<file path="config.mk">
export PLATFORM = sky130hd
export DESIGN_NAME = flash_led_mode_controller
export DESIGN_NICKNAME = d
export VERILOG_FILES = /design/src/rtl/flash_led_mode_controller.v
export VERILOG_INCLUDE_DIRS = /design/src /design/src/shared
export SDC_FILE = /design/constraint.sdc
export NUM_CORES = 1
export LEC_CHECK = 0
export ABC_CLOCK_PERIOD_IN_PS = 5800
export BUFFER_PORTS_ARGS = -buffer_cell sky130_fd_sc_hd__buf_2
export CORE_MARGIN = 1
export CORE_UTILIZATION = 65
export DETAILED_ROUTE_END_ITERATION = 6
export GPL_ROUTABILITY_DRIVEN = 0
export PLACE_DENSITY = 0.85
export SLEW_MARGIN = 5
export SYNTH_ARGS = -nofsm -noshare
export SYNTH_HDL_FRONTEND = slang
export SYNTH_SLANG_ARGS = --single-unit
</file>
<file path="constraint.sdc">
create_clock -name mclk -period 5.8 [get_ports mclk]
set_input_delay 1.16 -clock mclk [delete_from_list [all_inputs] [get_ports mclk]]
set_output_delay 1.16 -clock mclk [all_outputs]
set_load 0.02 [all_outputs]
</file>
<file path="src/shared/flash_led_consts.vh">
// Constants for the flash LED mode controller: register offsets,
// field positions, reset values and timing counts at a 25 MHz mclk.
`ifndef FLASH_LED_CONSTS_VH
`define FLASH_LED_CONSTS_VH
`define ADDR_ENABLE 8'h01
`define ADDR_MONITOR 8'h02
`define ADDR_FLASH1 8'h03
`define ADDR_FLASH2 8'h04
`define ADDR_TORCH1 8'h05
`define ADDR_TORCH2 8'h06
`define ADDR_TIMING 8'h08
`define ADDR_FLAGS1 8'h0A
`define ADDR_SECOND_FAULT_FLAGS 8'h0B
`define EN_LED_CHANNEL_ONE 0
`define EN_LED_CHANNEL_TWO 1
`define EN_MODE_LO 2
`define EN_MODE_HI 3
`define EN_TORCH_PIN 4
`define EN_STROBE_PIN 5
`define EN_NTC_SEL 6
`define EN_TX 7
`define MON_THR_HI 5
`define MON_THR_LO 3
`define MON_HYST 2
`define MON_MODE_HI 1
`define MON_MODE_LO 0
`define TIM_TOUT_HI 3
`define TIM_TOUT_LO 0
`define TIM_RAMP_HI 6
`define TIM_RAMP_LO 4
`define FL1_TIMEOUT 0
`define FL2_MONITOR 2
`define MODE_OFF 2'h0
`define MODE_IR 2'h1
`define MODE_TORCH 2'h2
`define MODE_FLASH 2'h3
`define MON_NONE 2'h0
`define MON_STOP 2'h1
`define MON_DOWN 2'h2
`define MON_UPDOWN 2'h3
`define RST_ENABLE 8'h83
`define RST_MONITOR 8'h00
`define RST_BRIGHT 8'h3F
`define RST_TIMING 8'h1A
`define CLK_HZ 25000000
`define CLK_NS 40
`define US_NS 1000
`define US_CYCLES (`US_NS / `CLK_NS)
`define MS_CYCLES_DEF (`CLK_HZ / 1000)
`define TOUT_BASE_MS 11'h028
`define TOUT_STEP_MS 11'h068
`define TORCH_STEP_BASE_US 12'h010
`endif

</file>
<file path="src/rtl/flash_led_mode_controller.v">
// Mode and current sequencing for a dual channel LED flash driver.
// Register accesses arrive already decoded from the serial interface on
// mclk; pins and analog comparator outputs are asynchronous.
`timescale 1ns/10ps
`include "flash_led_consts.vh"

module led_ramp (
  input wire mclk,
  input wire resetn,
  input wire active,
  input wire immediate,
  input wire step_en,
  input wire hold_up,
  input wire force_down,
  input wire [6:0] target,
  output reg on,
  output reg [6:0] level
);
  always @(posedge mclk or negedge resetn) begin
    if (!resetn) begin
      on <= 1'b0;
      level <= 7'h00;
    end else if (!active) begin
      on <= 1'b0;
      level <= 7'h00;
    end else if (immediate) begin
      on <= 1'b1;
      level <= target;
    end else begin
      on <= 1'b1;
      // A fresh ramp shows the lowest level before the first step
      if (!on)
        level <= 7'h00;
      else if (level > target)
        level <= target;
      else if (step_en && force_down && level != 7'h00)
        level <= level - 7'h01;
      else if (step_en && !hold_up && !force_down && level < target)
        level <= level + 7'h01;
    end
  end
endmodule

module flash_led_mode_controller #(
  parameter MS_CYCLES = `MS_CYCLES_DEF
) (
  input wire mclk,
  input wire resetn,
  input wire hw_enable_pin,
  input wire reg_wr,
  input wire reg_rd,
  input wire [7:0] reg_addr,
  input wire [7:0] reg_wdata,
  output reg [7:0] reg_rdata,
  input wire strobe_pin,
  input wire torch_pin,
  input wire tx_pin,
  input wire vout_ready,
  input wire supply_below,
  input wire supply_recovered,
  output wire led_channel_one_on,
  output wire [6:0] led_channel_one_level,
  output wire led_channel_two_on,
  output wire [6:0] led_channel_two_level,
  output reg pass_mode,
  output reg boost_enable,
  output wire [2:0] monitor_threshold,
  output wire monitor_hysteresis
);
  localparam integer MS_LAST_I = MS_CYCLES - 1;
  localparam integer US_LAST_I = `US_CYCLES - 1;
  localparam [15:0] MS_LAST = MS_LAST_I[15:0];
  localparam [4:0] US_LAST = US_LAST_I[4:0];
  reg [6:0] sync1, sync2;
  reg strobe_q, below_q, flash_on, flash_by_reg, ir_expired;
  reg stopped, lowering, no_raise;
  reg [7:0] enable_reg, monitor_reg, flash1, flash2, torch1, torch2;
  reg [7:0] timing_reg, flags1, second_fault_flags;
  reg [15:0] ms_cnt;
  reg [10:0] tout_ms;
  reg [4:0] us_cnt;
  reg [11:0] torch_cnt;

  // Bit order: enable, strobe, torch, tx, vout, below, recovered
  wire hw_en = sync2[0];
  wire strobe_s = sync2[1];
  wire torch_s = sync2[2];
  wire tx_s = sync2[3];
  wire vout_s = sync2[4];
  wire below_s = sync2[5];
  wire recov_s = sync2[6];
  wire [1:0] sw_mode = enable_reg[`EN_MODE_HI:`EN_MODE_LO];
  wire [1:0] mon_mode = monitor_reg[`MON_MODE_HI:`MON_MODE_LO];
  wire strobe_en = enable_reg[`EN_STROBE_PIN];
  wire strobe_rise = strobe_s & ~strobe_q;
  wire wr_ok = reg_wr & hw_en;
  wire rd_ok = reg_rd & hw_en;
  wire torch_active = !flash_on && (sw_mode == `MODE_TORCH ||
    (sw_mode == `MODE_OFF && enable_reg[`EN_TORCH_PIN] &&
     !enable_reg[`EN_NTC_SEL] && torch_s));
  wire ir_mode = (sw_mode == `MODE_IR);
  wire ir_on = ir_mode && strobe_en && strobe_s && !ir_expired;
  wire timing_run = flash_on || ir_on;
  wire ms_tick = timing_run && (ms_cnt == MS_LAST);
  wire [10:0] tout_limit = `TOUT_BASE_MS +
    `TOUT_STEP_MS * {7'h00, timing_reg[`TIM_TOUT_HI:`TIM_TOUT_LO]};
  wire timeout_hit = ms_tick && (tout_ms == tout_limit - 11'h001);
  wire us_tick = (us_cnt == US_LAST);
  wire [11:0] torch_period = `TORCH_STEP_BASE_US <<
    timing_reg[`TIM_RAMP_HI:`TIM_RAMP_LO];
  wire torch_tick = us_tick && (torch_cnt == torch_period - 12'h001);
  // Sync only counts while it can matter, so torch never sees it
  wire tx_act = flash_on && enable_reg[`EN_TX] && tx_s;
  wire use_torch = torch_active || tx_act;
  wire lamp_run = vout_s && (flash_on || torch_active);
  wire step_en = flash_on ? us_tick : torch_tick;
  wire hold_up = flash_on && (stopped || no_raise || lowering);
  wire force_down = flash_on && lowering;
  assign monitor_threshold = monitor_reg[`MON_THR_HI:`MON_THR_LO];
  assign monitor_hysteresis = monitor_reg[`MON_HYST];

  // Enable is sampled here too; no logic reads the first stage
  always @(posedge mclk or negedge resetn) begin
    if (!resetn) begin
      sync1 <= 7'h00;
      sync2 <= 7'h00;
      strobe_q <= 1'b0;
      below_q <= 1'b0;
    end else begin
      sync1 <= {supply_recovered, supply_below, vout_ready, tx_pin,
                torch_pin, strobe_pin, hw_enable_pin};
      sync2 <= sync1;
      strobe_q <= sync2[1];
      below_q <= sync2[5];
    end
  end
  // Registers are held at defaults while the enable pin is low
  always @(posedge mclk or negedge resetn) begin
    if (!resetn) begin
      enable_reg <= `RST_ENABLE;
      monitor_reg <= `RST_MONITOR;
      flash1 <= `RST_BRIGHT;
      flash2 <= `RST_BRIGHT;
      torch1 <= `RST_BRIGHT;
      torch2 <= `RST_BRIGHT;
      timing_reg <= `RST_TIMING;
    end else if (!hw_en) begin
      enable_reg <= `RST_ENABLE;
      monitor_reg <= `RST_MONITOR;
      flash1 <= `RST_BRIGHT;
      flash2 <= `RST_BRIGHT;
      torch1 <= `RST_BRIGHT;
      torch2 <= `RST_BRIGHT;
      timing_reg <= `RST_TIMING;
    end else if (wr_ok) begin
      case (reg_addr)
        `ADDR_ENABLE: enable_reg <= reg_wdata;
        `ADDR_MONITOR: monitor_reg <= reg_wdata;
        `ADDR_FLASH1: flash1 <= reg_wdata;
        `ADDR_FLASH2: flash2 <= reg_wdata;
        `ADDR_TORCH1: torch1 <= reg_wdata;
        `ADDR_TORCH2: torch2 <= reg_wdata;
        `ADDR_TIMING: timing_reg <= reg_wdata;
        default: enable_reg <= enable_reg;
      endcase
    end else if (timeout_hit && flash_by_reg) begin
      enable_reg[`EN_MODE_HI:`EN_MODE_LO] <= `MODE_OFF;
    end
  end
  // Flags clear on read; a new event in the read cycle survives
  always @(posedge mclk or negedge resetn) begin
    if (!resetn) begin
      flags1 <= 8'h00;
      second_fault_flags <= 8'h00;
      reg_rdata <= 8'h00;
    end else if (!hw_en) begin
      flags1 <= 8'h00;
      second_fault_flags <= 8'h00;
      reg_rdata <= 8'h00;
    end else begin
      if (rd_ok && reg_addr == `ADDR_FLAGS1)
        flags1 <= 8'h00;
      if (timeout_hit)
        flags1[`FL1_TIMEOUT] <= 1'b1;
      if (rd_ok && reg_addr == `ADDR_SECOND_FAULT_FLAGS)
        second_fault_flags <= 8'h00;
      if (below_s != below_q)
        second_fault_flags[`FL2_MONITOR] <= 1'b1;
      if (rd_ok) begin
        case (reg_addr)
          `ADDR_ENABLE: reg_rdata <= enable_reg;
          `ADDR_MONITOR: reg_rdata <= monitor_reg;
          `ADDR_FLASH1: reg_rdata <= flash1;
          `ADDR_FLASH2: reg_rdata <= flash2;
          `ADDR_TORCH1: reg_rdata <= torch1;
          `ADDR_TORCH2: reg_rdata <= torch2;
          `ADDR_TIMING: reg_rdata <= timing_reg;
          `ADDR_FLAGS1: reg_rdata <= flags1;
          `ADDR_SECOND_FAULT_FLAGS: reg_rdata <= second_fault_flags;
          default: reg_rdata <= 8'h00;
        endcase
      end
    end
  end
  // Flash sequencing; a pin flash lasts while the strobe stays high, until the timeout ends it
  always @(posedge mclk or negedge resetn) begin
    if (!resetn) begin
      flash_on <= 1'b0;
      flash_by_reg <= 1'b0;
      ir_expired <= 1'b0;
    end else if (!hw_en) begin
      flash_on <= 1'b0;
      flash_by_reg <= 1'b0;
      ir_expired <= 1'b0;
    end else begin
      if (timeout_hit && flash_on) begin
        flash_on <= 1'b0;
      end else if (flash_on) begin
        if (flash_by_reg ? sw_mode != `MODE_FLASH
                         : (!strobe_s || sw_mode != `MODE_OFF))
          flash_on <= 1'b0;
      end else if (sw_mode == `MODE_FLASH) begin
        flash_on <= 1'b1;
        flash_by_reg <= 1'b1;
      end else if (sw_mode == `MODE_OFF && strobe_en && strobe_rise) begin
        flash_on <= 1'b1;
        flash_by_reg <= 1'b0;
      end
      if (!strobe_s || !ir_mode)
        ir_expired <= 1'b0;
      else if (timeout_hit && ir_on)
        ir_expired <= 1'b1;
    end
  end
  // Timebases: microsecond ticks for stepping, milliseconds for timeout
  always @(posedge mclk or negedge resetn) begin
    if (!resetn) begin
      us_cnt <= 5'h00;
      torch_cnt <= 12'h000;
      ms_cnt <= 16'h0000;
      tout_ms <= 11'h000;
    end else begin
      us_cnt <= us_tick ? 5'h00 : us_cnt + 5'h01;
      if (!torch_active || torch_tick)
        torch_cnt <= 12'h000;
      else if (us_tick)
        torch_cnt <= torch_cnt + 12'h001;
      if (!timing_run || ms_tick)
        ms_cnt <= 16'h0000;
      else
        ms_cnt <= ms_cnt + 16'h0001;
      if (!timing_run || timeout_hit)
        tout_ms <= 11'h000;
      else if (ms_tick)
        tout_ms <= tout_ms + 11'h001;
    end
  end
  // Supply monitor state, cleared between flashes
  always @(posedge mclk or negedge resetn) begin
    if (!resetn) begin
      stopped <= 1'b0;
      lowering <= 1'b0;
      no_raise <= 1'b0;
    end else if (!flash_on) begin
      stopped <= 1'b0;
      lowering <= 1'b0;
      no_raise <= 1'b0;
    end else begin
      if (mon_mode == `MON_STOP && below_s)
        stopped <= 1'b1;
      if ((mon_mode == `MON_DOWN || mon_mode == `MON_UPDOWN) && below_s)
        lowering <= 1'b1;
      else if (recov_s)
        lowering <= 1'b0;
      if (mon_mode == `MON_DOWN && below_s)
        no_raise <= 1'b1;
    end
  end
  always @(posedge mclk or negedge resetn) begin
    if (!resetn) begin
      pass_mode <= 1'b0;
      boost_enable <= 1'b0;
    end else begin
      pass_mode <= hw_en && ir_mode;
      boost_enable <= hw_en && (flash_on || torch_active || ir_mode);
    end
  end
  led_ramp ch_one (
    .mclk(mclk),
    .resetn(resetn),
    .active(enable_reg[`EN_LED_CHANNEL_ONE] && (lamp_run || ir_on)),
    .immediate(ir_mode),
    .step_en(step_en),
    .hold_up(hold_up),
    .force_down(force_down),
    .target(use_torch ? torch1[6:0] : flash1[6:0]),
    .on(led_channel_one_on),
    .level(led_channel_one_level)
  );
  led_ramp ch_two (
    .mclk(mclk),
    .resetn(resetn),
    .active(enable_reg[`EN_LED_CHANNEL_TWO] && (lamp_run || ir_on)),
    .immediate(ir_mode),
    .step_en(step_en),
    .hold_up(hold_up),
    .force_down(force_down),
    .target(use_torch ? torch2[6:0] : flash2[6:0]),
    .on(led_channel_two_on),
    .level(led_channel_two_level)
  );
endmodule

</file>
# == Yosys cells after proc, flatten, opt, wreduce, memory -nomap -nowiden ==
# Cells that the tools add are included.
# word_totals
regBits,164
in_bits,27
out_inout_bits,30
wordCells,251
# classes
addsub,11
n_mul,1
order_cmp,4
eq_ne,45
shift,1
n_mux,78
bitwise_logic,4
reduce_logical,74
# ops
cell,n
$mux 8,26
$mux 7,14
$pmux 8 s9,1
$logic_and 1x1->1,36
$mux 1,27
$ne 2x1->1 const B,13
$eq 8x3->1 const B,3
$eq 8x4->1 const B,3
$mux 12,2
$mux 11,2
$add 16x1->16 const B,1
$eq 16x15->1 const B,1
$eq 8x2->1 const B,2
$mux 16,1
$reduce_and 2->1,8
$ne 3x1->1 const B,5
$add 7x1->7 const B,2
$gt 7x7->1,2
$logic_or 1x1->1,14
$lt 7x7->1,2
$reduce_bool 7->1,2
$sub 7x1->7 const B,2
$add 12x1->12 const B,1
$eq 12x12->1,1
other kinds (25),47

# == Logic depth before layout (Yosys ltp) ==
# Gate-level depths: netlist of the first run.
# depth
ltp_word,16
mapped_depth,14
depth_no_buf,14

# == Hierarchy ==
# From an unflattened synthesis of the first run, not the netlist that was laid out.
# hier_totals
hier_cells,878
area_unflattened_um2,8649.5
# modules_own_cells
module,n_inst,cells_per_inst,area_each_um2,seq_area_each_um2
flash_led_mode_controller,1,690,6965.4,3390.8
led_ramp,2,94,842.1,200.2

# == Worst setup path after synthesis of the first run ==
# No wires, ideal clock.
# synth_path
path_kind,reg2reg
from,register enable_reg[6]
to,register ch_one.level[5]
setup_time_ps,104
arrival_time_ps,3478
required_time_ps,5696
setup_slack_ps,2219
stages_incl_launch_ff,14
path_buffers,1
period_less_slack_ps,3581
path_cell_list,dfrtp_1 and3b_1 nor2_1 o31ai_2 buf_2 mux2i_1 ha_1 a21oi_1 nor2_1 a2111oi_0 o21ai_0 a211o_1 or3b_1 o41ai_2
# synth_via
elab_chain_len,12
elab_cells_between_ends,19
classes_between,order compare: 2; eq/ne: 1; mux: 5; reduce/logical: 11
# synth_rtl
element,line,text
start: declaration,flash_led_mode_controller.v:77,"reg [7:0] enable_reg, monitor_reg, flash1, flash2, torch1, torch2;"
start signal: assignment,flash_led_mode_controller.v:140,enable_reg <= `RST_ENABLE;
start signal: assignment,flash_led_mode_controller.v:148,enable_reg <= `RST_ENABLE;
start signal: assignment,flash_led_mode_controller.v:157,`ADDR_ENABLE: enable_reg <= reg_wdata;
$logic_not 1->1 (*),flash_led_mode_controller.v:100,!enable_reg[`EN_NTC_SEL] && torch_s));
$logic_and 1x1->1 (*) (2 in series),flash_led_mode_controller.v:99,(sw_mode == `MODE_OFF && enable_reg[`EN_TORCH_PIN] &&
$logic_or 1x1->1 (*),flash_led_mode_controller.v:98,wire torch_active = !flash_on && (sw_mode == `MODE_TORCH ||
$logic_and 1x1->1 (*),flash_led_mode_controller.v:98,
$logic_or 1x1->1,flash_led_mode_controller.v:114,wire use_torch = torch_active || tx_act;
$mux 7,flash_led_mode_controller.v:296,".target(use_torch ? torch1[6:0] : flash1[6:0]),"
$gt 7x7->1,flash_led_mode_controller.v:34,else if (level > target)
$mux 7,flash_led_mode_controller.v:34,
$mux 7,flash_led_mode_controller.v:32,if (!on)
$mux 7,flash_led_mode_controller.v:26,end else if (immediate) begin
$mux 7,flash_led_mode_controller.v:23,end else if (!active) begin
end signal: assignment,flash_led_mode_controller.v:28,level <= target;
end signal: assignment,flash_led_mode_controller.v:35,level <= target;
end signal: assignment,flash_led_mode_controller.v:37,level <= level - 7'h01;
end: declaration,flash_led_mode_controller.v:17,output reg [6:0] level
# Every way passes the cells marked *; elsewhere a longest branch is shown, timed or not.
# A chain may end at the register's enable or synchronous reset.

# == Final worst setup path of the first run ==
# layout_path
from,register enable_reg[6]
to,register ch_one.level[6]
# Same word-level chain as after synthesis.

==> flow_summary.html, run 1 <==
<table>
<tr><th>Metric</th><th>Value</th></tr>
<tr><th colspan="2">Timing</th></tr>
<tr><td>Number of hold violations in the final report</td><td>0</td></tr>
<tr><td>Final-layout setup total negative slack</td><td>0 ns</td></tr>
<tr><td>Fin Clk Skew</td><td>between 0.006 and 0.007 ns</td></tr>
<tr><td>Slew of the pin with the lowest slew margin</td><td>0.906 ns</td></tr>
<tr><td>Period minus WS final</td><td>about 4.0 ns</td></tr>
<tr><td>Share of the clock period used by the worst path after layout</td><td>between 60 and 70%</td></tr>
<tr><td>Worst Hold Slack</td><td>around 0.35 ns</td></tr>
<tr><td>Number of setup violations in the final report</td><td>0</td></tr>
<tr><td>Top achievable clock speed</td><td>0.250 GHz</td></tr>
<tr><td>Relative slew margins</td><td>between 30% and 40%</td></tr>
<tr><td>Unrepaired setup endpoints after global routing</td><td>false</td></tr>
<tr><td>Number of pins with negative max-slew slack in the final report</td><td>0</td></tr>
<tr><th colspan="2">Status</th></tr>
<tr><td>Outcome</td><td>finished clean</td></tr>
<tr><th colspan="2">Clock tree</th></tr>
<tr><td>Cts bufs inserted</td><td>17</td></tr>
<tr><td>Clock sink count</td><td>150</td></tr>
<tr><td>Post-CTS Repair Setup Buffers</td><td>0</td></tr>
<tr><td>TritonCTS clock tree</td><td>yes</td></tr>
<tr><td>CTS H-tree lvls</td><td>4</td></tr>
<tr><td>Clock transition at the registers of the reported paths</td><td>roughly 0.06 ns</td></tr>
<tr><td>Hold buffers post-CTS</td><td>0</td></tr>
<tr><td>Clock latency on the worst-skew pair</td><td>approximately 0.43 ns</td></tr>
<tr><td>Worst-case clock buffer depth</td><td>2</td></tr>
<tr><td>CTS Root Cell</td><td>clkbuf_16</td></tr>
<tr><td>Number of gates resized after cts</td><td>0</td></tr>
<tr><th colspan="2">Die</th></tr>
<tr><td>Die outline width</td><td>between 100 and 150 um</td></tr>
<tr><td>Core ar.</td><td>~13000 um^2</td></tr>
<tr><td>Total Die Area</td><td>13900 um^2</td></tr>
<tr><td>Effective utilization at floorplan</td><td>67.8%</td></tr>
<tr><td>Floorplan row count</td><td>between 40 and 50</td></tr>
<tr><td>Die Y</td><td>~120 um</td></tr>
<tr><td>Number of primary I/O pins</td><td>57</td></tr>
<tr><th colspan="2">Worst setup path</th></tr>
<tr><td>Largest fanout of any net on the critical path</td><td>14</td></tr>
<tr><td>Highest cell delay on the worst timing path</td><td>0.65 ns</td></tr>
<tr><td>CP Launch Type</td><td>flop</td></tr>
<tr><td>Sort of element at the end of the critical path</td><td>flop</td></tr>
<tr><td>Start-to-end type of the worst setup path</td><td>reg2reg</td></tr>
<tr><td>Count of cells along the worst register-to-register path</td><td>14</td></tr>
<tr><td>Slowest stage cell on the critical path</td><td>a2111oi_0</td></tr>
<tr><td>Crit Reg-Reg Startpoint</td><td>enable_reg[6]$_DFFE_PN0P_</td></tr>
<tr><td>Crit Reg-Reg Endpoint</td><td>ch_one.level[6]$_DFFE_PN0P_</td></tr>
<tr><td>Worst reg2reg setup slack</td><td>between 1.5 and 2 ns</td></tr>
<tr><td>Sequence of cells on the critical path</td><td>and3b_1, nor2_1, o31ai_2, buf_4, mux2i_1, ha_1, a21oi_1, nor2_1, a2111oi_0, o21ai_0, buf_4, a211o_1, nor2_2, mux2i_1</td></tr>
<tr><td>Crit path required time</td><td>between 6 and 7 ns</td></tr>
<tr><td>Data arrival time of the critical path</td><td>4.35 ns</td></tr>
<tr><th colspan="2">Power</th></tr>
<tr><td>VDD IR max</td><td>roughly 0.25 mV</td></tr>
<tr><td>Power Density</td><td>around 230 nW/um^2</td></tr>
<tr><td>Leakage power</td><td>~4.4 nW</td></tr>
<tr><th colspan="2">Placed design</th></tr>
<tr><td>DP Area</td><td>just over 9000 um^2</td></tr>
<tr><td>DP HPWL</td><td>between 10000 and 15000 um</td></tr>
<tr><td>Number of buffer cells added on primary ports</td><td>56</td></tr>
<tr><td>Number of instances in the placed design</td><td>about 1100</td></tr>
<tr><th colspan="2">Synthesis</th></tr>
<tr><td>Gate count of the mapped netlist</td><td>around 900</td></tr>
<tr><td>Count of unique library cells instantiated by Yosys</td><td>between 70 and 80</td></tr>
<tr><td>Commonest register cell after synthesis</td><td>dfrtp_1</td></tr>
<tr><td>Synthesized cell area</td><td>8740 um^2</td></tr>
<tr><td>Register area share after synthesis</td><td>43.4%</td></tr>
<tr><td>Ys async rst share</td><td>between 90% and 100%</td></tr>
<tr><td>Avg Cell Area, Syn</td><td>about 9.7 um^2</td></tr>
<tr><td>Yosys synthesis warning count</td><td>0</td></tr>
<tr><td>Post-synth EDFFs</td><td>0</td></tr>
<tr><td>Number of synthesized register bits</td><td>150</td></tr>
<tr><td>Net count of the mapped netlist</td><td>about 980</td></tr>
<tr><th colspan="2">Layout</th></tr>
<tr><td>Post-route insts no fill</td><td>roughly 1100</td></tr>
<tr><td>Fin area</td><td>around 9700 um^2</td></tr>
<tr><td>Commonest cells after routing, fill and taps aside</td><td>dfrtp_1, nand2_1, nor2_1, nand3_1, buf_2</td></tr>
<tr><td>Most frequent standard cell in the layout excluding fill and tap cells</td><td>dfrtp_1</td></tr>
<tr><td>Register containing the most flip-flops in the final layout</td><td>ms_cnt</td></tr>
<tr><td>Area overhead of the layout relative to synthesis</td><td>10.9%</td></tr>
<tr><td>Largest register FFs</td><td>16</td></tr>
<tr><td>Registers with the highest flip-flop counts</td><td>ms_cnt (16), torch_cnt (12), tout_ms (11)</td></tr>
<tr><td>Ratio of cells with drive above 1 in the final layout</td><td>14.9%</td></tr>
<tr><td>Final core utilization</td><td>between 70% and 80%</td></tr>
<tr><td>Final nets</td><td>1016</td></tr>
<tr><td>Number of inserted diodes</td><td>0</td></tr>
<tr><th colspan="2">Detailed routing</th></tr>
<tr><td>WL per Instance</td><td>18.8 um</td></tr>
<tr><td>Vias after detailed routing</td><td>7145</td></tr>
<tr><td>Iteration-0 DRC Markers</td><td>around 700</td></tr>
<tr><td>Antenna Nets Post-Route</td><td>0</td></tr>
<tr><td>Number of design rule violations left after detail routing</td><td>0</td></tr>
<tr><td>Number of iterations in the first detailed-routing pass</td><td>6</td></tr>
<tr><td>Vias per inst</td><td>between 6 and 7</td></tr>
<tr><td>Total length of routed wires</td><td>~21000 um</td></tr>
<tr><th colspan="2">Global routing</th></tr>
<tr><td>Initial antenna violation count</td><td>0</td></tr>
<tr><td>Via count of the first global-routing pass</td><td>between 6000 and 7000</td></tr>
<tr><td>Maximum number of pins on one net before global-route repair</td><td>104</td></tr>
<tr><td>Overflow after GRT</td><td>0</td></tr>
<tr><td>First-pass GRT wire length</td><td>~35000 um</td></tr>
<tr><td>Global router's overall resource usage</td><td>about a third</td></tr>
<tr><th colspan="2">Job</th></tr>
<tr><td>Max Cap Violations</td><td>0</td></tr>
<tr><th colspan="2">Worst hold path</th></tr>
<tr><td>Worst Hold End</td><td>sync2[0]$_DFF_PN0_</td></tr>
<tr><td>Min-Delay Path Depth</td><td>0</td></tr>
<tr><td>Hold path start</td><td>sync1[0]$_DFF_PN0_</td></tr>
<tr><td>Worst Hold Class</td><td>reg2reg</td></tr>
</table>
[metal layers]
| metal | vias to the layer above | track usage, % | share of wire [%] |
|---|---|---|---|
| met2 | 336 | 49.6 | 46 |
| met5 | - | 0 | 0 |
| met4 | 0 | 13.3 | 2.7 |
| li1 | 3295 | - | - |
| met1 | 3462 | 44.3 | 44 |
| met3 | 52 | 7.80 | 7.5 |
[through the flow]
stage	power, mW	worst slack, ns
floorplan	1.11	2.22
global placement	1.15	2.07
detailed placement	1.15	1.91
CTS	2.27	1.85
global route	2.33	1.51
finish	2.27	1.81
[cell families after synthesis]
| family | count (synthesis) | synth area share, % |
|---|---|---|
| compound gates | 152 | 12.3 |
| xor+xnor | 62 | 6.22 |
| fa+ha+maj | 46 | 6.85 |
| buf+inv | 65 | 3.38 |
| flops | 150 | 43.4 |
| mux | 56 | 6.46 |
| simple gates | 372 | 21.4 |
[worst max-delay path, delay by kind of cell, from the launching register on]
| kind | cells | cell delay (ns) |
|---|---|---|
| simple gates | 4 | 0.66 |
| buf+inv | 2 | 0.51 |
| fa+ha+maj | 1 | 0.28 |
| mux | 2 | 0.51 |
| compound gates | 5 | 1.53 |
| flops | 1 | 0.40 |
[how the worst max path moves through the flow]
stage | slack (ns) | to | startpoint
final | 1.81 | ch_one.level[6]$_DFFE_PN0P_ | enable_reg[6]$_DFFE_PN0P_
after global routing | 1.51 | ch_one.level[6]$_DFFE_PN0P_ | enable_reg[6]$_DFFE_PN0P_
after CTS | 1.85 | ch_one.level[6]$_DFFE_PN0P_ | enable_reg[6]$_DFFE_PN0P_
after floorplan | 2.22 | ch_one.level[5]$_DFFE_PN0P_ | enable_reg[6]$_DFFE_PN0P_
after detailed placement | 1.91 | ch_one.level[6]$_DFFE_PN0P_ | enable_reg[6]$_DFFE_PN0P_
after global placement | 2.07 | ch_one.level[6]$_DFFE_PN0P_ | enable_reg[6]$_DFFE_PN0P_
[area by class of cell]
class                      count  area (um^2)
clock inverter                 5         55.1
timing repair buffer          62          332
multi-input combinational    688         4650
fill                         905         3190
tap                          172          215
inverter                      24         90.1
sequential                   150         3790
clock buffer                  27          557
[synth_stat cells, types with 5 or more instances]
master / number / share of area (%)
dfrtp_1: 120 / 34
nand2_1: 97 / 4.2
nor2_1: 81 / 3.5
nand3_1: 74 / 4.2
mux2i_1: 53 / 6.1
ha_1: 43 / 6.2
xnor2_1: 34 / 3.4
o21ai_0: 33 / 1.9
dfstp_2: 30 / 9.0
xor2_1: 28 / 2.8
inv_1: 24 / 1.0
nor3_1: 22 / 1.3
a21oi_1: 21 / 1.2
clkbuf_1: 19 / 0.82
a21boi_0: 18 / 1.5
nor2b_1: 16 / 1.1
and3_1: 13 / 0.93
buf_2: 11 / 0.63
a22o_1: 10 / 1.0
nand4_1: 10 / 0.72
a22oi_1: 8 / 0.69
nand2b_1: 8 / 0.57
and2_1: 7 / 0.50
o22ai_1: 7 / 0.50
buf_4: 6 / 0.52
or3_1: 6 / 0.43
a221o_1: 5 / 0.57
[where the power goes]
| part | switching, mW | internal, mW | total [mW] |
|---|---|---|---|
| Sequential | 0.00457 | 1.06 | 1.06 |
| Combinational | 0.0581 | 0.0200 | 0.0781 |
| Clock | 0.426 | 0.702 | 1.13 |
| Total | 0.489 | 1.78 | 2.27 |
(Power assumes the default switching activity.)
==> run 2, diff against run 1 <==
--- a/config.mk
+++ b/config.mk
@@ -6,13 +6,13 @@
 export SDC_FILE = /design/constraint.sdc
 export NUM_CORES = 1
 export LEC_CHECK = 0
-export ABC_CLOCK_PERIOD_IN_PS = 5800
+export ABC_CLOCK_PERIOD_IN_PS = 4000
 export BUFFER_PORTS_ARGS = -buffer_cell sky130_fd_sc_hd__buf_2
 export CORE_MARGIN = 1
-export CORE_UTILIZATION = 65
+export CORE_UTILIZATION = 61
 export DETAILED_ROUTE_END_ITERATION = 6
 export GPL_ROUTABILITY_DRIVEN = 0
-export PLACE_DENSITY = 0.85
+export PLACE_DENSITY = 0.8
 export SLEW_MARGIN = 5
 export SYNTH_ARGS = -nofsm -noshare
 export SYNTH_HDL_FRONTEND = slang
==> constraint.sdc (replaced) <==
create_clock -name mclk -period 4 [get_ports mclk]
set_input_delay 0.8 -clock mclk [delete_from_list [all_inputs] [get_ports mclk]]
set_output_delay 0.8 -clock mclk [all_outputs]
set_load 0.02 [all_outputs]
==> run 2 against run 1 <==
Non-clock buffer count increased by 11; total power increased by 41%; largest cell class unchanged; clock skew increased by 0.0029 ns; highest routed layer unchanged; global-route usage down 2.5 points; critical endpoint unchanged; hold slack lost 0.0033 ns; register-to-register slack lost 1.5 ns; final cell count up 1.7%.
==> flow_summary.html, run 2 (synthesis results as in run 1) <==
<table>
<tr><th>Metric</th><th>Value</th></tr>
<tr><th colspan="2">Timing</th></tr>
<tr><td>Unrepaired setup endpoints after global routing</td><td>false</td></tr>
<tr><td>Share of the clock period used by the worst path after layout</td><td>91.7% (+23 points)</td></tr>
<tr><td>Top achievable clock speed</td><td>0.272 GHz (+8.8%)</td></tr>
<tr><td>Slew of the pin with the lowest slew margin</td><td>0.836 ns (-0.0699 ns)</td></tr>
<tr><td>Period minus WS final</td><td>3.67 ns (-0.322 ns)</td></tr>
<tr><td>Number of setup violations in the final report</td><td>0 (unchanged)</td></tr>
<tr><td>Number of hold violations in the final report</td><td>0 (unchanged)</td></tr>
<tr><td>Final-layout setup total negative slack</td><td>0 ns (unchanged)</td></tr>
<tr><td>Fin Clk Skew</td><td>0.00896 ns (+0.00288 ns)</td></tr>
<tr><td>Relative slew margins</td><td>44.3% (+4.7 points)</td></tr>
<tr><td>Number of pins with negative max-slew slack in the final report</td><td>0 (unchanged)</td></tr>
<tr><th colspan="2">Layout</th></tr>
<tr><td>Final nets</td><td>1027 (+1.1%)</td></tr>
<tr><td>Register containing the most flip-flops in the final layout</td><td>ms_cnt</td></tr>
<tr><td>Area taken by multi-input logic gates</td><td>4650 um^2 (about the same)</td></tr>
<tr><td>Largest register FFs</td><td>16 (unchanged)</td></tr>
<tr><td>Number of inserted diodes</td><td>0 (unchanged)</td></tr>
<tr><td>Sequential standard cell area</td><td>3790 um^2 (about the same)</td></tr>
<tr><td>Area overhead of the layout relative to synthesis</td><td>11.6%</td></tr>
<tr><td>Commonest cells after routing, fill and taps aside</td><td>dfrtp_1, nand2_1, nor2_1, nand3_1, buf_2</td></tr>
<tr><td>Most frequent standard cell in the layout excluding fill and tap cells</td><td>dfrtp_1</td></tr>
<tr><td>Ratio of cells with drive above 1 in the final layout</td><td>16.0% (+1.2 points)</td></tr>
<tr><td># fillers</td><td>1040 (+15%)</td></tr>
<tr><td>Registers with the highest flip-flop counts</td><td>ms_cnt (16), torch_cnt (12), tout_ms (11)</td></tr>
<tr><td>Post-route insts no fill</td><td>1147 (+1.7%)</td></tr>
<tr><th colspan="2">Worst setup path</th></tr>
<tr><td>Data arrival time of the critical path</td><td>4.02 ns (-0.33 ns)</td></tr>
<tr><td>Crit path required time</td><td>4.35 ns (-1.80 ns)</td></tr>
<tr><td>CP Launch Type</td><td>flop</td></tr>
<tr><td>Sequence of cells on the critical path</td><td>and3b_1, nor2_1, o31ai_2, buf_4, mux2i_1, ha_1, a21o_1, a2111oi_1, buf_4, o21ai_0, a211o_1, nor2_2, mux2i_1</td></tr>
<tr><td>Highest cell delay on the worst timing path</td><td>0.42 ns (-0.23 ns)</td></tr>
<tr><td>Slowest stage cell on the critical path</td><td>a2111oi_1</td></tr>
<tr><td>Largest fanout of any net on the critical path</td><td>14 (unchanged)</td></tr>
<tr><td>Start-to-end type of the worst setup path</td><td>reg2reg</td></tr>
<tr><td>Sort of element at the end of the critical path</td><td>flop</td></tr>
<tr><th colspan="2">Clock tree</th></tr>
<tr><td>Post-CTS Repair Setup Buffers</td><td>0 (unchanged)</td></tr>
<tr><td>Clock transition at the registers of the reported paths</td><td>0.06 ns (about the same)</td></tr>
<tr><td>Worst-case clock buffer depth</td><td>2 (unchanged)</td></tr>
<tr><td>Clock latency on the worst-skew pair</td><td>0.43 ns (about the same)</td></tr>
<tr><td>Clock sink count</td><td>150 (unchanged)</td></tr>
<tr><td>Cts bufs inserted</td><td>17 (unchanged)</td></tr>
<tr><td>CTS Root Cell</td><td>clkbuf_16</td></tr>
<tr><td>TritonCTS clock tree</td><td>yes</td></tr>
<tr><td>CTS H-tree lvls</td><td>4 (unchanged)</td></tr>
<tr><td>Hold buffers post-CTS</td><td>0 (unchanged)</td></tr>
<tr><th colspan="2">Detailed routing</th></tr>
<tr><td>WL per Instance</td><td>18.2 um (-3.1%)</td></tr>
<tr><td>Number of iterations in the first detailed-routing pass</td><td>6 (unchanged)</td></tr>
<tr><td>Iteration-0 DRC Markers</td><td>661 (-5.3%)</td></tr>
<tr><td>Antenna Nets Post-Route</td><td>0 (unchanged)</td></tr>
<tr><td>Number of design rule violations left after detail routing</td><td>0 (unchanged)</td></tr>
<tr><td>Total length of routed wires</td><td>20800 um (-1.5%)</td></tr>
<tr><td>Vias per inst</td><td>6.16 (-2.7%)</td></tr>
<tr><td>Vias after detailed routing</td><td>7066 (-1.1%)</td></tr>
<tr><th colspan="2">Placed design</th></tr>
<tr><td>DP HPWL</td><td>14600 um (+1.9%)</td></tr>
<tr><td>Number of instances in the placed design</td><td>1115 (+1.7%)</td></tr>
<tr><td>Number of buffer cells added on primary ports</td><td>56 (unchanged)</td></tr>
<tr><th colspan="2">Global routing</th></tr>
<tr><td>Global router's overall resource usage</td><td>29.9% (-2.5 points)</td></tr>
<tr><td>Overflow after GRT</td><td>0 (unchanged)</td></tr>
<tr><td>Via count of the first global-routing pass</td><td>6673 (-3.6%)</td></tr>
<tr><td>Initial antenna violation count</td><td>0 (unchanged)</td></tr>
<tr><td>Maximum number of pins on one net before global-route repair</td><td>90 (-13%)</td></tr>
<tr><td>First-pass GRT wire length</td><td>33900 um (-4.0%)</td></tr>
<tr><th colspan="2">Die</th></tr>
<tr><td>Floorplan row count</td><td>43 (+4.9%)</td></tr>
<tr><td>Die outline width</td><td>122 um (+3.2%)</td></tr>
<tr><td>Core ar.</td><td>13900 um^2 (+8.2%)</td></tr>
<tr><td>Die Y</td><td>122 um (+3.2%)</td></tr>
<tr><td>Effective utilization at floorplan</td><td>62.7% (-5.2 points)</td></tr>
<tr><td>Number of primary I/O pins</td><td>57 (unchanged)</td></tr>
<tr><td>Total Die Area</td><td>14800 um^2 (+6.4%)</td></tr>
<tr><th colspan="2">Power</th></tr>
<tr><td>VDD IR max</td><td>0.262 mV (+3.7%)</td></tr>
<tr><td>Power consumption</td><td>3.20 mW (+41%)</td></tr>
<tr><td>Power Density</td><td>328 nW/um^2 (+40%)</td></tr>
<tr><td>Leakage power</td><td>4.45 nW (+0.55%)</td></tr>
<tr><th colspan="2">Job</th></tr>
<tr><td>Max Cap Violations</td><td>0 (unchanged)</td></tr>
<tr><th colspan="2">Worst hold path</th></tr>
<tr><td>Worst Hold Class</td><td>reg2reg</td></tr>
<tr><th colspan="2">Status</th></tr>
<tr><td>Outcome</td><td>finished clean</td></tr>
</table>
-- run 2: changes by cell type in the layout (fill, tap and decap cells not counted), sizes merged --
cell,before,now
clkbuf,27,20
clkinvlp,0,4
bufinv,1,2
buf,62,73
clkinv,3,5
-- run 2: layout make-up --
type                       count  share of cell area (%)
clock buffer                  20                    4.48
clock inverter                12                    1.35
inverter                      24                   0.924
multi-input combinational    688                    47.7
sequential                   150                    38.9
tap                          180                    2.31
timing repair buffer          73                    4.37
-- run 2: power breakdown --
group          internal [mW]  switching (mW)
Clock                  0.916           0.635
Sequential              1.53          0.0100
Combinational         0.0306          0.0811
Total                   2.48           0.727
-- run 2: path summary, 6_finish.rpt --
check                                               start                     endpoint  slack [ns]  depth (start not counted)
worst max-delay path            enable_reg[6]$_DFFE_PN0P_  ch_one.level[6]$_DFFE_PN0P_        0.33                         13
worst min-delay path                   sync1[0]$_DFF_PN0_           sync2[0]$_DFF_PN0_        0.35                          0
worst max register to register  enable_reg[6]$_DFFE_PN0P_  ch_one.level[6]$_DFFE_PN0P_        0.33                         13
worst min register to register         sync1[0]$_DFF_PN0_           sync2[0]$_DFF_PN0_        0.35                          0
max in group asynchronous                          resetn    timing_reg[4]$_DFFE_PN1P_        2.73                          2
min in group asynchronous                          resetn  ch_two.level[5]$_DFFE_PN0P_        0.40                          1
-- run 2: metrics by stage --
stage                     util, %  cell area [um^2]  setup slack [ns]  hold WS [ns]
after CTS                    70.0              9750             0.332         0.348
after detailed placement     65.9              9180             0.294         0.335
after global routing         70.0              9750            0.0289         0.350
final                        70.0              9750             0.330         0.348
after global placement       65.9              9180             0.423         0.332
after floorplan                 -              8740             0.419         0.331
-- run 2: critical path: cells and delay by family, from the launching register on --
family / cells / cell delay (ns)
simple gates: 3 / 0.62
fa+ha+maj: 1 / 0.30
compound gates: 5 / 1.21
flops: 1 / 0.41
mux: 2 / 0.54
buf+inv: 2 / 0.49
-- run 2: per-layer routing --
layer / vias up / routed length, um / GRT usage (%)
met3: 51 / 1270 / 5.71
met4: 0 / 546 / 12.7
met1: 3441 / 9420 / 41.7
met2: 264 / 9600 / 45.6
met5: - / 0 / 0
li1: 3310 / - / -
-- run 2: repair_timing --
item                                    4_1_cts  5_1_grt
hold endpoints to repair                      0        0
resized for setup                             0        1
endpoints found under the setup margin        0        1
==> run 3, diff against run 2 <==
--- a/config.mk
+++ b/config.mk
@@ -6,11 +6,12 @@
 export SDC_FILE = /design/constraint.sdc
 export NUM_CORES = 1
 export LEC_CHECK = 0
+export ABC_AREA = 0
 export ABC_CLOCK_PERIOD_IN_PS = 4000
-export BUFFER_PORTS_ARGS = -buffer_cell sky130_fd_sc_hd__buf_2
 export CORE_MARGIN = 1
-export CORE_UTILIZATION = 61
+export CORE_UTILIZATION = 64
 export DETAILED_ROUTE_END_ITERATION = 6
+export DONT_BUFFER_PORTS = 1
 export GPL_ROUTABILITY_DRIVEN = 0
 export PLACE_DENSITY = 0.8
 export SLEW_MARGIN = 5
==> run 3 against run 2 <==
Utilization rose by 0.98 points; routed wire length rose by 2.5%; sequential power about the same; sequential cell count is the same; non-clock buffer count shrank 59; clock-buffer cell count decreased by 3; sequential share of layout area up 1.3 points; register-to-register slack worse by 0.08 ns; clock skew about the same; fmax decreased by 2.1%.
==> flow_summary.html, run 3 (synthesis results as in run 1) <==
<table>
<tr><th>Metric</th><th>Value</th></tr>
<tr><th colspan="2">Status</th></tr>
<tr><td>Outcome</td><td>finished clean</td></tr>
<tr><th colspan="2">Die</th></tr>
<tr><td>Die outline width</td><td>119 um (-2.3%)</td></tr>
<tr><td>Effective utilization at floorplan</td><td>65.7% (+3.0 points)</td></tr>
<tr><td>Total Die Area</td><td>14100 um^2 (-4.6%)</td></tr>
<tr><td>Number of primary I/O pins</td><td>57 (unchanged)</td></tr>
<tr><td>Die Y</td><td>119 um (-2.3%)</td></tr>
<tr><td>Floorplan row count</td><td>42 (-2.3%)</td></tr>
<tr><td>Core ar.</td><td>13300 um^2 (-4.6%)</td></tr>
<tr><th colspan="2">Detailed routing</th></tr>
<tr><td>Total length of routed wires</td><td>21400 um (+2.5%)</td></tr>
<tr><td>Vias per inst</td><td>6.44 (+4.5%)</td></tr>
<tr><td>Antenna Nets Post-Route</td><td>0 (unchanged)</td></tr>
<tr><td>Number of design rule violations left after detail routing</td><td>0 (unchanged)</td></tr>
<tr><td>Number of iterations in the first detailed-routing pass</td><td>7 (+1)</td></tr>
<tr><td>Iteration-0 DRC Markers</td><td>764 (+16%)</td></tr>
<tr><td>Vias after detailed routing</td><td>6980 (-1.2%)</td></tr>
<tr><td>WL per Instance</td><td>19.7 um (+8.5%)</td></tr>
<tr><th colspan="2">Layout</th></tr>
<tr><td>Registers with the highest flip-flop counts</td><td>ms_cnt (16), torch_cnt (12), tout_ms (11)</td></tr>
<tr><td>Area overhead of the layout relative to synthesis</td><td>8.01%</td></tr>
<tr><td>Register containing the most flip-flops in the final layout</td><td>ms_cnt</td></tr>
<tr><td>Number of inserted diodes</td><td>0 (unchanged)</td></tr>
<tr><td>Final nets</td><td>968 (-5.7%)</td></tr>
<tr><td>Fin area</td><td>9440 um^2 (-3.3%)</td></tr>
<tr><td>Commonest cells after routing, fill and taps aside</td><td>dfrtp_1, nand2_1, nor2_1, nand3_1, mux2i_1</td></tr>
<tr><td>Final core utilization</td><td>71.0% (+0.98 points)</td></tr>
<tr><td>Post-route insts no fill</td><td>1084 (-5.5%)</td></tr>
<tr><td>Ratio of cells with drive above 1 in the final layout</td><td>10.9% (-5.1 points)</td></tr>
<tr><td>Most frequent standard cell in the layout excluding fill and tap cells</td><td>dfrtp_1</td></tr>
<tr><td>Largest register FFs</td><td>16 (unchanged)</td></tr>
<tr><th colspan="2">Timing</th></tr>
<tr><td>Final critical-path setup slack</td><td>0.253 ns (-0.0770 ns)</td></tr>
<tr><td>Period minus WS final</td><td>3.75 ns (+0.0770 ns)</td></tr>
<tr><td>Top achievable clock speed</td><td>0.267 GHz (-2.1%)</td></tr>
<tr><td>Final-layout setup total negative slack</td><td>0 ns (unchanged)</td></tr>
<tr><td>Number of pins with negative max-slew slack in the final report</td><td>0 (unchanged)</td></tr>
<tr><td>Slew of the pin with the lowest slew margin</td><td>0.732 ns (-0.104 ns)</td></tr>
<tr><td>Relative slew margins</td><td>50.9% (+6.6 points)</td></tr>
<tr><td>Number of hold violations in the final report</td><td>0 (unchanged)</td></tr>
<tr><td>Worst Hold Slack</td><td>0.0689 ns (-0.279 ns)</td></tr>
<tr><td>Number of setup violations in the final report</td><td>0 (unchanged)</td></tr>
<tr><td>Unrepaired setup endpoints after global routing</td><td>false</td></tr>
<tr><td>Share of the clock period used by the worst path after layout</td><td>93.7% (+1.9 points)</td></tr>
<tr><td>Fin Clk Skew</td><td>0.00908 ns (+0.000122 ns)</td></tr>
<tr><th colspan="2">Worst setup path</th></tr>
<tr><td>Worst reg2reg setup slack</td><td>0.25 ns (-0.08 ns)</td></tr>
<tr><td>Sort of element at the end of the critical path</td><td>flop</td></tr>
<tr><td>Start-to-end type of the worst setup path</td><td>reg2reg</td></tr>
<tr><td>CP Launch Type</td><td>flop</td></tr>
<tr><td>Crit path required time</td><td>4.35 ns (about the same)</td></tr>
<tr><td>Largest fanout of any net on the critical path</td><td>14 (unchanged)</td></tr>
<tr><td>Data arrival time of the critical path</td><td>4.10 ns (+0.08 ns)</td></tr>
<tr><th colspan="2">Global routing</th></tr>
<tr><td>Initial antenna violation count</td><td>0 (unchanged)</td></tr>
<tr><td>Maximum number of pins on one net before global-route repair</td><td>151 (+68%)</td></tr>
<tr><td>Via count of the first global-routing pass</td><td>6853 (+2.7%)</td></tr>
<tr><td>Overflow after GRT</td><td>0 (unchanged)</td></tr>
<tr><td>First-pass GRT wire length</td><td>34800 um (+2.6%)</td></tr>
<tr><td>Global router's overall resource usage</td><td>31.6% (+1.7 points)</td></tr>
<tr><th colspan="2">Power</th></tr>
<tr><td>Leakage power</td><td>4.18 nW (-6.0%)</td></tr>
<tr><td>Power consumption</td><td>3.14 mW (-1.9%)</td></tr>
<tr><td>VDD IR max</td><td>0.371 mV (+42%)</td></tr>
<tr><td>Power Density</td><td>333 nW/um^2 (+1.4%)</td></tr>
<tr><th colspan="2">Worst hold path</th></tr>
<tr><td>Worst Hold Class</td><td>in2async</td></tr>
<tr><th colspan="2">Placed design</th></tr>
<tr><td>Number of buffer cells added on primary ports</td><td>0 (-100%)</td></tr>
<tr><td>DP Area</td><td>8860 um^2 (-3.6%)</td></tr>
<tr><td>Number of instances in the placed design</td><td>1052 (-5.7%)</td></tr>
<tr><td>Worst slack after detailed placement</td><td>0.0171 ns (-0.277 ns)</td></tr>
<tr><td>DP HPWL</td><td>15000 um (+2.3%)</td></tr>
<tr><th colspan="2">Clock tree</th></tr>
<tr><td>CTS Root Cell</td><td>clkbuf_16</td></tr>
<tr><td>Post-CTS Repair Setup Buffers</td><td>0 (unchanged)</td></tr>
<tr><td>CTS H-tree lvls</td><td>4 (unchanged)</td></tr>
<tr><td>Clock transition at the registers of the reported paths</td><td>0.07 ns (about the same)</td></tr>
<tr><td>Worst-case clock buffer depth</td><td>2 (unchanged)</td></tr>
<tr><td>Hold buffers post-CTS</td><td>0 (unchanged)</td></tr>
<tr><td>Clock latency on the worst-skew pair</td><td>0.43 ns (about the same)</td></tr>
<tr><td>Cts bufs inserted</td><td>17 (unchanged)</td></tr>
<tr><td>Clock sink count</td><td>150 (unchanged)</td></tr>
<tr><td>TritonCTS clock tree</td><td>yes</td></tr>
<tr><th colspan="2">Job</th></tr>
<tr><td>Max Cap Violations</td><td>0 (unchanged)</td></tr>
</table>
==> run 3: changes by cell type in the layout (fill, tap and decap cells not counted), moves of 3 or more <==
cell	previous run	this run
inv_6	1	8
buf_2	55	0
inv_8	0	5
clkinvlp_4	4	0
clkbuf_1	3	0
==> run 3: final timing paths <==
check	startpoint	to	cells after the start
worst max register to register	enable_reg[6]$_DFFE_PN0P_	ch_one.level[6]$_DFFE_PN0P_	13
min in group mclk	sync1[5]$_DFF_PN0_	sync2[5]$_DFF_PN0_	0
worst min register to register	sync1[5]$_DFF_PN0_	sync2[5]$_DFF_PN0_	0
max in group asynchronous	resetn	flash2[5]$_DFFE_PN1P_	0
worst max-delay path	enable_reg[6]$_DFFE_PN0P_	ch_one.level[6]$_DFFE_PN0P_	13
worst min-delay path	resetn	us_cnt[3]$_DFF_PN0_	0
==> run 3: report_power, final <==
group	internal, mW	switching [mW]	leakage [nW]
sequential	1.53	0.00613	1.94
clock	0.834	0.730	0.287
combinational	0.0197	0.0241	1.95
==> run 3: what timing repair did <==
item,CTS,global route
setup endpoints to repair,1,7
gates resized for setup,1,1
gates cloned,0,0
==> run 3: worst max-delay path: stages, from the launching register on <==
cell       delay (ns)
dfrtp_1          0.41
and3b_1          0.25
nor2_1           0.07
o31ai_2          0.20
buf_4            0.31
mux2i_1          0.32
ha_1             0.32
nand3_1          0.15
nor2_1           0.08
a2111oi_2        0.48
o21ai_0          0.21
a211o_1          0.34
nor2_2           0.30
mux2i_1          0.21
==> run 3: per-layer routing <==
metal / up-vias / track usage, % / share of wire [%]
met4: 0 / 12.8 / 3.2
li1: 3189 / - / -
met1: 3413 / 42.6 / 41
met5: - / 0 / 0
met3: 64 / 6.51 / 7.8
met2: 314 / 49.9 / 48
==> run 3: layout make-up <==
type                    count  area (um^2)
multi-input cells         688         4660
repair buffers             14          105
well taps                 176          220
flip-flops and latches    150         3790
clock inverters            15          148
clock buffers              17          425
fillers                   948         3860
inverters                  24         90.1
